`src/design/eac_pkg.sv`:
```
// eac_pkg: constants and carrier types for the eeprom access control block
// assumes the cpu i/o space uses 6-bit register offsets and 8-bit data
package eac_pkg;
  // i/o space offsets
  localparam logic [5:0] EAC_DATA_OFS = 6'h1d; // data register
  localparam logic [5:0] EAC_ADDR_OFS = 6'h1e; // address register
  localparam logic [5:0] EAC_CTRL_OFS = 6'h1c; // control register
  // control field positions
  localparam int EAC_RD_BIT = 0; // read strobe
  localparam int EAC_WR_BIT = 1; // write strobe
  localparam int EAC_ARM_BIT = 2; // write arm
  // reset values
  localparam logic [7:0] EAC_RST_VAL = 8'h00;
  localparam logic [7:0] EAC_ERASED = 8'hff; // erased cell content
  // timing
  localparam int EAC_CLK_HZ = 10_000_000;
  localparam int EAC_ARM_CYC = 4; // arm lifetime in cycles
  localparam int EAC_STALL_CYC = 2; // cpu halt per access
  localparam int EAC_WR_TIME_US = 4000; // longest write time, low supply
  localparam int EAC_WR_CYC = (EAC_WR_TIME_US * (EAC_CLK_HZ / 1_000_000)); // 40000
  // memory shape
  localparam int EAC_AW = 7;
  localparam int EAC_DW = 8;
  // cpu i/o access carrier
  typedef struct packed {
    logic wr; // write strobe
    logic rd; // read strobe
    logic [5:0] addr; // i/o offset
    logic [7:0] wdata; // write data
  } eac_io_type;
  // memory port carrier
  typedef struct packed {
    logic we; // write enable
    logic re; // read enable
    logic [EAC_AW-1:0] addr;
    logic [EAC_DW-1:0] wdata;
  } eac_mem_type;
  // write sequencer states
  typedef enum logic [1:0] {
    EAC_IDLE = 2'b00,
    EAC_BUSY = 2'b01,
    EAC_DONE = 2'b10
  } eac_state_type;
endpackage

```
`src/design/eac_mem.sv`:
```
// eac_mem: byte-wide nonvolatile array model, registered read data
// assumes one access per cycle from the control block
`timescale 1ns/1ps
module eac_mem
  import eac_pkg::*;
#(
  parameter int AW = EAC_AW,
  parameter int DW = EAC_DW
) (
  // clock
  input wire logic mclk_i,
  // access port
  input wire eac_mem_type port_i,
  output logic [DW-1:0] rdata_o
);
  // array starts erased; the initialiser keeps the write process the only writer
  logic [DW-1:0] mem_r [0:(1<<AW)-1] = '{default: EAC_ERASED}; // cell array
  // only the 128 by 8 shape is served
  if (AW != EAC_AW || DW != EAC_DW) begin : g_bad_shape
    $error("eac_mem: unsupported shape");
  end
  // write port
  always_ff @(posedge mclk_i) begin
    if (port_i.we) begin
      mem_r[port_i.addr] <= port_i.wdata;
    end
  end
  // registered read
  always_ff @(posedge mclk_i) begin
    if (port_i.re) begin
      rdata_o <= mem_r[port_i.addr];
    end
  end
endmodule

```
`src/design/eac_top.sv`:
```
// eac_top: cpu i/o registers driving the on-chip eeprom array
// assumes a single-cycle i/o bus from the cpu on mclk_i, same clock domain
`timescale 1ns/1ps
import eac_pkg::*;
module eac_top
  import eac_pkg::*;
#(
  parameter int WR_CYC = EAC_WR_CYC // write duration in clocks
) (
  // clock and reset
  input wire logic mclk_i,
  input wire logic sys_rst_i,
  // cpu i/o bus
  input wire eac_io_type io_i,
  output logic [7:0] io_rdata_o,
  // cpu halt request
  output logic cpu_halt_o,
  // status
  output logic wr_busy_o
);
  // refuse a write time the timer cannot count
  // the timer is sized from WR_CYC, so any positive value fits
  if (WR_CYC < 1) begin : g_bad_wr_cyc
    $error("eac_top: WR_CYC must be at least 1");
  end
  // the arm and halt counters are three and two bits wide
  if (EAC_ARM_CYC < 1 || EAC_ARM_CYC > 7) begin : g_bad_arm_cyc
    $error("eac_top: arm lifetime out of range");
  end
  if (EAC_STALL_CYC < 1 || EAC_STALL_CYC > 3) begin : g_bad_stall_cyc
    $error("eac_top: halt length out of range");
  end

  // decode helper for i/o writes
  // shared by the three register write decodes
  function automatic logic hit(input eac_io_type b, input logic [5:0] ofs);
    hit = b.wr && (b.addr == ofs);
  endfunction

  logic [EAC_AW-1:0] addr_r; // byte address
  logic [7:0] data_r; // data register
  logic arm_r; // write arm bit
  logic [2:0] arm_cnt_r; // arm lifetime counter
  logic wstb_r; // write strobe bit
  logic rstb_r; // read strobe bit
  logic rd_pend_r; // read data returns next cycle
  logic [1:0] halt_cnt_r; // remaining halt cycles
  logic [$clog2(WR_CYC+1)-1:0] wr_cnt_r; // write timer, sized from WR_CYC
  eac_state_type state_r; // write sequencer
  eac_mem_type mem_port; // array access
  logic [7:0] mem_rdata; // array read data
  logic ctrl_wr; // control write this cycle
  logic wr_start; // armed write strobe
  logic rd_start; // read strobe set

  assign ctrl_wr = hit(io_i, EAC_CTRL_OFS);
  // strobe needs arm still live
  assign wr_start = ctrl_wr && io_i.wdata[EAC_WR_BIT] && arm_r && (state_r == EAC_IDLE);
  assign rd_start = ctrl_wr && io_i.wdata[EAC_RD_BIT] && !wstb_r;

  // address register, no guard during a write
  always_ff @(posedge mclk_i or posedge sys_rst_i) begin
    if (sys_rst_i) begin
      addr_r <= EAC_AW'(EAC_RST_VAL);
    end else if (hit(io_i, EAC_ADDR_OFS)) begin
      addr_r <= io_i.wdata[EAC_AW-1:0];
    end
  end

  // data register, cpu write or read return
  // the fetched byte wins over a cpu write landing in the same cycle
  always_ff @(posedge mclk_i or posedge sys_rst_i) begin
    if (sys_rst_i) begin
      data_r <= EAC_RST_VAL;
    end else if (rd_pend_r) begin
      data_r <= mem_rdata; // fetched byte
    end else if (hit(io_i, EAC_DATA_OFS)) begin
      data_r <= io_i.wdata;
    end
  end

  // arm bit with four-cycle lifetime
  // a fresh arm write restarts the lifetime, so it wins over expiry
  always_ff @(posedge mclk_i or posedge sys_rst_i) begin
    if (sys_rst_i) begin
      arm_r <= 1'b0;
      arm_cnt_r <= 3'h0;
    end else if (ctrl_wr && io_i.wdata[EAC_ARM_BIT]) begin
      arm_r <= 1'b1;
      arm_cnt_r <= 3'(EAC_ARM_CYC);
    end else if (arm_r) begin
      if (arm_cnt_r == 3'h1) begin
        arm_r <= 1'b0; // expired
      end
      arm_cnt_r <= arm_cnt_r - 3'h1;
    end
  end

  // write sequencer and write strobe
  // idle: waits for a strobe while the arm is live
  // busy: counts WR_CYC cycles of self-timed programming
  // done: commits the byte and drops the strobe for polling
  // a strobe while busy or done is ignored
  always_ff @(posedge mclk_i or posedge sys_rst_i) begin
    if (sys_rst_i) begin
      state_r <= EAC_IDLE;
      wstb_r <= 1'b0;
      wr_cnt_r <= '0;
    end else begin
      case (state_r)
        EAC_IDLE: begin
          if (wr_start) begin
            state_r <= EAC_BUSY;
            wstb_r <= 1'b1;
            wr_cnt_r <= ($bits(wr_cnt_r))'(WR_CYC - 1);
          end
        end
        EAC_BUSY: begin
          if (wr_cnt_r == '0) begin
            state_r <= EAC_DONE;
          end else begin
            wr_cnt_r <= wr_cnt_r - 1'b1;
          end
        end
        EAC_DONE: begin
          state_r <= EAC_IDLE;
          wstb_r <= 1'b0; // polled completion
        end
        default: begin
          state_r <= EAC_IDLE;
          wstb_r <= 1'b0;
        end
      endcase
    end
  end

  // read strobe, clears after the fetch
  // the strobe stays up only while the byte is on its way
  always_ff @(posedge mclk_i or posedge sys_rst_i) begin
    if (sys_rst_i) begin
      rstb_r <= 1'b0;
      rd_pend_r <= 1'b0;
    end else begin
      rd_pend_r <= rd_start;
      if (rd_start) begin
        rstb_r <= 1'b1;
      end else if (rd_pend_r) begin
        rstb_r <= 1'b0;
      end
    end
  end

  // halt the cpu two cycles per access
  // a new access restarts the count rather than adding to it
  always_ff @(posedge mclk_i or posedge sys_rst_i) begin
    if (sys_rst_i) begin
      halt_cnt_r <= 2'h0;
    end else if (wr_start || rd_start) begin
      halt_cnt_r <= 2'(EAC_STALL_CYC);
    end else if (halt_cnt_r != 2'h0) begin
      halt_cnt_r <= halt_cnt_r - 2'h1;
    end
  end
  assign cpu_halt_o = (halt_cnt_r != 2'h0);
  assign wr_busy_o = wstb_r;

  // array port: write commits at the end using live registers
  // hazard: address and data are not latched at start, so cpu writes leak in
  always_comb begin
    mem_port.we = (state_r == EAC_DONE);
    mem_port.re = rd_start;
    mem_port.addr = addr_r;
    mem_port.wdata = data_r;
  end

  eac_mem #(
    .AW(EAC_AW),
    .DW(EAC_DW)
  ) u_mem (
    .mclk_i(mclk_i),
    .port_i(mem_port),
    .rdata_o(mem_rdata)
  );

  // read mux, reserved bits zero
  // every cycle returns the register at the presented offset
  always_ff @(posedge mclk_i or posedge sys_rst_i) begin
    if (sys_rst_i) begin
      io_rdata_o <= 8'h00;
    end else begin
      case (io_i.addr)
        EAC_ADDR_OFS: io_rdata_o <= {1'b0, addr_r};
        EAC_DATA_OFS: io_rdata_o <= data_r;
        EAC_CTRL_OFS: io_rdata_o <= {5'h00, arm_r, wstb_r, rstb_r};
        default: io_rdata_o <= 8'h00;
      endcase
    end
  end
endmodule

```
`config.mk`:
```
export PLATFORM = sky130hd
export DESIGN_NAME = eac_top
export DESIGN_NICKNAME = d
export VERILOG_FILES = /design/src/design/eac_pkg.sv /design/src/design/eac_mem.sv /design/src/design/eac_top.sv
export SDC_FILE = /design/constraint.sdc
export NUM_CORES = 1
export LEC_CHECK = 0
export ABC_CLOCK_PERIOD_IN_PS = 3600
export CAP_MARGIN = 5
export CORE_MARGIN = 5
export CORE_UTILIZATION = 35
export CTS_BUF_LIST = sky130_fd_sc_hd__clkbuf_8 sky130_fd_sc_hd__clkbuf_16
export DETAILED_ROUTE_END_ITERATION = 12
export DONT_BUFFER_PORTS = 1
export SLEW_MARGIN = 20
export SYNTH_ARGS = -nofsm -noshare
export SYNTH_HDL_FRONTEND = slang
export SYNTH_SLANG_ARGS = --single-unit
```
`constraint.sdc`:
```
create_clock -name mclk_i -period 3.6 [get_ports mclk_i]
set_clock_uncertainty 0.1 [all_clocks]
set_input_delay 1.08 -clock mclk_i [delete_from_list [all_inputs] [get_ports mclk_i]]
set_output_delay 1.08 -clock mclk_i [all_outputs]
set_load 0.02 [all_outputs]
```
==> metrics.csv, run 1 <==
metric,value,unit
drive_gt1_share,32.7,%
cpPeakStageDelay,570,ps
syn_nets,1867,
ys_seq_elements,1082,
maxSlewHeadroom,31.3,%
cts_num_sinks,1082,
rr_endpoint,u_mem.rdata_o[5]$_DFFE_PP_,
grt_pass1_wl,139000,microns
root_buffer,clkbuf_16,
cts_resized,0,
cp_num_buf_inv,2,
area_growth,16.3,%
clk_pin_slew_worst_paths,60,ps
cts_setup_buffers,0,
port_buffers,0,
cp.required,3920,ps
antenna_found_initial,5,
hp-class,in2async,
viasPerCell,5.14,
initial_core_util,35.1,%
clk_path_buf_depth,3,
die_w,356,microns
numCtsBuffers,109,
power.share.clock,38.4,%
dp_hpwl,58400,microns
synth-edff-count,1032,
drtIter0Drc,1968,
p_seq_share,51.5,%
nets,2058,
start_kind,flip-flop,
remaining_drc_errors,0,
met3WireLength,6370,microns
vias,19300,
first_global_vias,20100,
status,completed,
crit_fanout,29,
slowest_stage,mux4_2,
power.density,577,mW/mm^2
intPower,21.7,mW
regToRegSetupSlack,200,ps
timing.final.crit_share,94.6,%
synth_flop_cell,edfxtp_1,
coreArea,0.119,sq mm
tightest_slew,1030,ps
clock.fmax,294,MHz
wl_met2,45600,microns
rows,127,
grt_max_degree,108,
finalPower,28.2,mW
overflow,0,
tns,0,ps
grtUsageTotal,14.9,%
hold_viol,0,
path_cells,buf_12 -> buf_4 -> mux4_2 -> mux4_2 -> mux4_2 -> mux2_2,
cp-startpoint,addr_r[0]$_DFFE_PP0P_,
worst_ep_arrival_time,3720,ps
power_leakage,14.9,nW
finalCriticalPeriod,3400,ps
postRouteAntennaNets,0,
htreeDepth,3,
maxCapViolCount,0,
crit_top_cell,mux4_2,
setup.worst_path.end,u_mem.rdata_o[5]$_DFFE_PP_,
final_util,40.9,%
async_flop_share,4.62,%
ys_types,45,
rsz0062_at_grt,no,
cts_hold_buffers,0,
die_h,356,microns
p_switching,6.49,mW
io_pins,28,
yosysWarnings,0,
maxSlewViolCount,0,
crit_type,reg2reg,
reg2reg_depth,6,
syn-cell-area,0.0420,sq mm
p_comb_share,10.1,%
critical_path_depth,6,
setup_viol,0,
syn_inst,1845,
cts_tree,built,
dieArea,0.127,sq mm
swShare,23.1,%
ir_drop,0.414,mV
first_pass_iters,5,
highest_layer,met4,
clock_latency,680,ps
place_congestion,0.793,
postSynthAreaPerCell,22.7,sq um
critPathCaptureType,flip-flop,
avgRoutedWirePerCell,25.0,microns
wl_met1,38800,microns
crit_family,multiplexers,
yosysSeqAreaShare,76.8,%
wirelength,93800,microns
r2r-start,addr_r[0]$_DFFE_PP0P_,
-- stage by stage --
step / area [sq um] / setup WS (ps) / hold slack, ps / std cells
4_1_cts: 48800 / 206 / 226 / 3743
3_3_place_gp: 45300 / 232 / 368 / 3535
3_5_place_dp: 45300 / 213 / 370 / 3535
2_1_floorplan: 42000 / 506 / 326 / 1845
6_report: 48800 / 195 / 249 / 3747
5_1_grt: 48800 / 165 / 269 / 3745
-- sequential cells by signal, indices dropped and copies added, names as in the netlist --
| register | cells |
|---|---|
| u_mem.mem_r | 1024 |
| wr_cnt_r | 16 |
| data_r | 8 |
| io_rdata_o | 8 |
| u_mem.rdata_o | 8 |
| addr_r | 7 |
| arm_cnt_r | 3 |
| halt_cnt_r | 2 |
| state_r | 2 |
| arm_r | 1 |
| rd_pend_r | 1 |
| rstb_r | 1 |
| wr_busy_o | 1 |
-- worst min-delay path by stage --
stage / from / endpoint / slack [ps]
after floorplan: u_mem.rdata_o[6]$_DFFE_PP_ / data_r[6]$_DFFE_PP0P_ / 330
after global placement: rstb_r$_DFFE_PP0P_ / rstb_r$_DFFE_PP0P_ / 370
after detailed placement: rstb_r$_DFFE_PP0P_ / rstb_r$_DFFE_PP0P_ / 370
after CTS: sys_rst_i / wr_cnt_r[10]$_DFFE_PP0P_ / 230
after global routing: sys_rst_i / wr_cnt_r[10]$_DFFE_PP0P_ / 270
final: sys_rst_i / wr_cnt_r[10]$_DFFE_PP0P_ / 250
-- worst register-to-register path, cell delays in order (launching register included) --
cell	delay, ps
dfrtp_4	440
buf_12	320
buf_4	320
mux4_2	540
mux4_2	560
mux4_2	580
mux2_2	300
-- cell families after synthesis --
kind of cell,synth area share [%]
XOR/XNOR,0.167
buffers and inverters,1.05
AO/OA/AOI/OAI,0.659
adder cells (fa/ha/maj),0.119
flip-flops,76.8
AND/OR/NAND/NOR,2.39
multiplexers,18.8
-- power groups by stage --
stage	clock network [mW]	logic [mW]	registers, mW
6_report	10.8	2.84	14.5
5_1_grt	11.6	3.00	14.5
4_1_cts	11.1	2.79	14.6
3_5_place_dp	0	2.79	14.8
3_3_place_gp	0	2.74	14.8
2_1_floorplan	0	1.68	14.7
-- cells in the mapped netlist (4+ instances only) --
cell type	n	area share, %
clkbuf_1	58	0.52
nand3_1	9	0.11
buf_1	11	0.098
mux2_2	15	0.40
o21ai_0	10	0.12
a21oi_1	6	0.072
a211oi_1	7	0.13
mux2i_1	15	0.36
dfrtp_1	50	3.0
xnor2_1	6	0.13
inv_1	11	0.098
buf_2	26	0.31
ha_1	4	0.12
nor2b_1	8	0.12
nor2_1	152	1.4
a31oi_1	6	0.089
nand2_1	42	0.38
mux4_2	336	18
a22oi_1	4	0.072
edfxtp_1	1032	74
-- cells in the final DEF (no fill, tap or decap), drive strengths merged, types with 42 or more instances in the layout --
cell | Yosys | final
buf | 38 | 176
nand2 | 42 | 42
clkinv | 0 | 54
dfrtp | 50 | 50
nor2 | 152 | 152
edfxtp | 1032 | 1032
inv | 11 | 42
clkbuf | 58 | 112
mux4 | 336 | 336
-- routing by layer --
metal,track usage (%),vias to the layer above
met5,0,-
met3,3.48,152
li1,-,8175
met2,23.9,593
met1,20.3,10300
met4,4.78,0
-- area by class of cell --
| type | instances | area [sq um] |
|---|---|---|
| Timing Repair Buffer | 176 | 1700 |
| Sequential cell | 1082 | 32300 |
| Tap cell | 1612 | 2020 |
| Clock buffer | 112 | 2780 |
| Clock inverter | 96 | 702 |
| Fill cell | 10400 | 70700 |
| Inverter | 11 | 41.3 |
| Multi-Input combinational cell | 656 | 9290 |
| Antenna cell | 2 | 5.00 |
Power figures use the tool's default switching activity.
==> inputs of run 2 (changes only) <==
Settings changed: CORE_ASPECT_RATIO set to 0.75.
==> run 2 against run 1 <==
Clock-buffer cell count shrank 5. Total power barely moved. Cell count fell by 0.77%. Highest routed layer is now met5. Clock power about the same. Die area barely moved. Register-to-register slack better by 50 ps. Combinational power hardly changed. Critical path depth is the same. Via count increased by 2.1%.
==> metrics.csv, run 2 (same netlist as run 1, synthesis figures left out) <==
metric,value,unit
status,completed,
clock_latency,690,ps
tns,0,ps
largest_reg_flops,1024,
crit_type,reg2reg,
clock.fmax,298,MHz
die_w,410,microns
regToRegSetupSlack,250,ps
path_cells,buf_12 -> buf_4 -> mux4_2 -> mux4_2 -> mux4_2 -> mux2_2,
p_switching,6.52,mW
drive_gt1_share,34.1,%
grtUsageTotal,15.3,%
dp.cells,3524,
first_pass_iters,7,
port_buffers,0,
final_util,40.9,%
crit_fanout,29,
final_common_cell,edfxtp_1,
rsz0062_at_grt,no,
remaining_drc_errors,0,
p_comb_share,10.1,%
power.density,576,mW/mm^2
postRouteAntennaNets,0,
cts_hold_buffers,0,
setup_viol,0,
cp_num_buf_inv,2,
wl_met2,43400,microns
ir_drop,0.412,mV
swShare,23.2,%
vias,19700,
numCtsBuffers,101,
antenna_found_initial,11,
timing.final.crit_share,93.1,%
cpPeakStageDelay,590,ps
p_seq_share,51.6,%
highest_layer,met5,
cts_tree,built,
overflow,0,
root_buffer,clkbuf_16,
hp-class,in2async,
dieArea,0.127,sq mm
area_growth,16.5,%
nets,2083,
cts_setup_buffers,0,
met3WireLength,9220,microns
power.share.clock,38.3,%
slowest_stage,mux4_2,
drtIter0Drc,2552,
max_flop_register,u_mem.mem_r,
placed_area,0.0455,sq mm
intPower,21.6,mW
maxSlewHeadroom,34.2,%
maxCapViolCount,0,
crit_top_cell,mux4_2,
clk_path_buf_depth,3,
grt_pass1_wl,142000,microns
wl_met1,42600,microns
critPathCaptureType,flip-flop,
grt_max_degree,101,
maxSlewViolCount,0,
rows,110,
postLayoutCellArea,0.0489,sq mm
hold_viol,0,
layout.cells.non_filler,3718,
initial_core_util,35.1,%
io_pins,28,
most-common-layout-cells,"edfxtp_1, mux4_2, buf_4",
largestRegisters,"u_mem.mem_r x1024, wr_cnt_r x16",
place_congestion,0.815,
first_global_vias,20100,
dp_hpwl,60100,microns
finalCriticalPeriod,3350,ps
avgRoutedWirePerCell,26.2,microns
coreArea,0.120,sq mm
crit_family,multiplexers,
worst_ep_arrival_time,3680,ps
die_h,310,microns
power_leakage,15.0,nW
clk_pin_slew_worst_paths,70,ps
wirelength,97500,microns
tightest_slew,988,ps
htreeDepth,3,
cts_num_sinks,1082,
start_kind,flip-flop,
cts_resized,0,
viasPerCell,5.29,
cp.required,3930,ps
run 2: worst paths after layout:
check	from	end	depth (start not counted)
worst min-delay path	sys_rst_i	arm_cnt_r[0]$_DFFE_PP0P_	1
max in group asynchronous	sys_rst_i	wr_cnt_r[6]$_DFFE_PP0P_	2
min in group mclk_i	u_mem.rdata_o[4]$_DFFE_PP_	data_r[4]$_DFFE_PP0P_	2
worst max register to register	addr_r[0]$_DFFE_PP0P_	u_mem.rdata_o[4]$_DFFE_PP_	6
worst min register to register	u_mem.rdata_o[4]$_DFFE_PP_	data_r[4]$_DFFE_PP0P_	2
worst max-delay path	addr_r[0]$_DFFE_PP0P_	u_mem.rdata_o[4]$_DFFE_PP_	6
run 2: cell type report:
class,count,area (sq um)
Clock buffer,107,2630
Clock inverter,83,727
Multi-Input combinational cell,656,9290
Antenna cell,2,5.00
Inverter,11,41.3
Timing Repair Buffer,209,1950
Tap cell,1568,1960
Fill cell,10200,70700
Sequential cell,1082,32300
run 2: power by group through the flow:
stage                     logic [mW]  clock network (mW)  registers [mW]
final                           2.84                10.8            14.5
after global routing            3.03                11.6            14.5
after CTS                       2.80                11.0            14.6
after detailed placement        2.79                   0            14.9
after global placement          2.75                   0            14.8
after floorplan                 1.68                   0            14.7
run 2: layer usage:
| layer | GRT usage (%) | vias up |
|---|---|---|
| met5 | 0.807 | - |
| met4 | 3.83 | 8 |
| met3 | 5.21 | 142 |
| met2 | 22.4 | 676 |
| met1 | 22.2 | 10600 |
| li1 | - | 8202 |
run 2: per-stage QoR:
step	hold WS (ps)	power (mW)	worst slack (ps)
2_1_floorplan	326	16.4	506
3_3_place_gp	353	17.6	255
3_5_place_dp	342	17.7	241
4_1_cts	317	28.4	222
5_1_grt	328	29.1	169
6_report	356	28.2	249
==> inputs of run 3 (changes only) <==
==> constraint.sdc (replaced) <==
create_clock -name mclk_i -period 3.6 [get_ports mclk_i]
set_clock_uncertainty 0.1 [all_clocks]
set_input_delay 0.36 -clock mclk_i [delete_from_list [all_inputs] [get_ports mclk_i]]
set_output_delay 0.36 -clock mclk_i [all_outputs]
set_load 0.02 [all_outputs]
==> run 3 against run 2 <==
Clock power hardly changed. Clock-buffer cell count is 6 lower. Cell count is 0.59% higher. Worst hold slack worse by 290 ps. Via count is 1.1% higher. Highest routed layer unchanged. Core utilization is 0.11 points higher. Critical path type unchanged. Flip-flop and latch count stayed put. Sequential share of layout area is 0.18 points lower. Total power is 0.60% lower. Register-to-register slack worse by 40 ps. First-iteration DRC count is 10% lower.
==> metrics.csv, run 3 (same netlist as run 1, synthesis figures left out) <==
metric,value,unit
dieArea,0.127,sq mm
cp_num_buf_inv,2,
postLayoutCellArea,0.0490,sq mm
grtUsageTotal,15.3,%
maxCapViolCount,0,
ir_drop,0.362,mV
initial_core_util,35.1,%
numCtsBuffers,99,
dp.cells,3528,
viasPerCell,5.32,
crit_family,multiplexers,
cts_setup_buffers,0,
cts_tree,built,
io_pins,28,
drive_gt1_share,33.2,%
max_flop_register,u_mem.mem_r,
dp_hpwl,60700,microns
avgRoutedWirePerCell,26.1,microns
placed_area,0.0455,sq mm
cts_num_sinks,1082,
cpPeakStageDelay,600,ps
clock_latency,690,ps
setup_viol,0,
power_leakage,15.1,nW
start_kind,flip-flop,
crit_top_cell,mux4_2,
nets,2107,
clk_path_buf_depth,3,
finalCriticalPeriod,3390,ps
crit_type,reg2reg,
grt_pass1_wl,143000,microns
coreArea,0.120,sq mm
first_pass_iters,5,
final_common_cell,edfxtp_1,
first_global_vias,20300,
drtIter0Drc,2296,
maxSlewHeadroom,34.9,%
clk_pin_slew_worst_paths,70,ps
maxSlewViolCount,0,
most-common-layout-cells,"edfxtp_1, mux4_2, buf_4",
port_buffers,0,
root_buffer,clkbuf_16,
htreeDepth,3,
overflow,0,
slowest_stage,dfrtp_4,
grt_max_degree,96,
crit_fanout,18,
postRouteAntennaNets,0,
status,completed,
vias,19900,
hold_viol,0,
largestRegisters,"u_mem.mem_r x1024, wr_cnt_r x16",
timing.final.crit_share,94.2,%
rsz0062_at_grt,no,
layout.cells.non_filler,3740,
die_w,410,microns
tightest_slew,977,ps
rows,110,
wirelength,97800,microns
path_cells,buf_12 -> buf_4 -> mux4_2 -> mux4_2 -> mux4_2 -> mux2_2,
worst_ep_arrival_time,3730,ps
largest_reg_flops,1024,
power.density,571,mW/mm^2
hp-class,in2reg,
clock.fmax,295,MHz
area_growth,16.8,%
cp.required,3940,ps
antenna_found_initial,13,
critPathCaptureType,flip-flop,
tns,0,ps
remaining_drc_errors,0,
whs,63.5,ps
die_h,310,microns
place_congestion,0.784,
==> run 3: metrics by stage <==
stage	utilization (%)	setup slack [ps]	total power, mW
2_1_floorplan	-	506	16.4
3_3_place_gp	38.0	204	17.6
3_5_place_dp	38.0	175	17.6
4_1_cts	40.9	137	28.2
5_1_grt	41.0	117	28.9
6_report	41.0	210	28.0
==> run 3: worst paths after layout <==
| kind | slack [ps] | from | endpoint | cells after the start |
|---|---|---|---|---|
| worst max-delay path | 210 | addr_r[0]$_DFFE_PP0P_ | u_mem.rdata_o[2]$_DFFE_PP_ | 6 |
| worst min-delay path | 60 | io_i[0] | rd_pend_r$_DFF_PP0_ | 1 |
| worst max register to register | 210 | addr_r[0]$_DFFE_PP0P_ | u_mem.rdata_o[2]$_DFFE_PP_ | 6 |
| worst min register to register | 360 | u_mem.rdata_o[6]$_DFFE_PP_ | data_r[6]$_DFFE_PP0P_ | 2 |
| max in group asynchronous | 2520 | sys_rst_i | addr_r[3]$_DFFE_PP0P_ | 2 |
| min in group asynchronous | 220 | sys_rst_i | arm_r$_DFF_PP0_ | 2 |
==> run 3: cell type report <==
cell class | instances | area, sq um
Fill cell | 10200 | 70600
Sequential cell | 1082 | 32300
Multi-Input combinational cell | 656 | 9290
Clock buffer | 101 | 2530
Timing Repair Buffer | 235 | 2160
Tap cell | 1568 | 1960
Clock inverter | 82 | 737
Inverter | 11 | 42.5
Antenna cell | 5 | 12.5
==> run 3: per-layer routing <==
layer | vias to the layer above | share of wire [%] | GRT usage, %
met5 | - | 0.039 | 0
met4 | 6 | 2.1 | 3.60
met3 | 137 | 10 | 5.43
met2 | 806 | 45 | 22.5
met1 | 10700 | 43 | 22.1
li1 | 8269 | - | -
==> run 3: timing repair <==
action                    CTS  global route
hold buffers               22             0
hold endpoints to repair   77             0
resized for setup           0             0
==> run 3: power breakdown <==
group	total [mW]	internal (mW)	switching [mW]
logic	2.89	1.36	1.54
registers	14.5	14.1	0.353
clock network	10.6	6.02	4.57
==> run 3: worst register-to-register path, cell delays in order (launching register included) <==
cell     delay [ps]
dfrtp_4         600
buf_12          250
buf_4           250
mux4_2          550
mux4_2          590
mux4_2          540
mux2_2          280
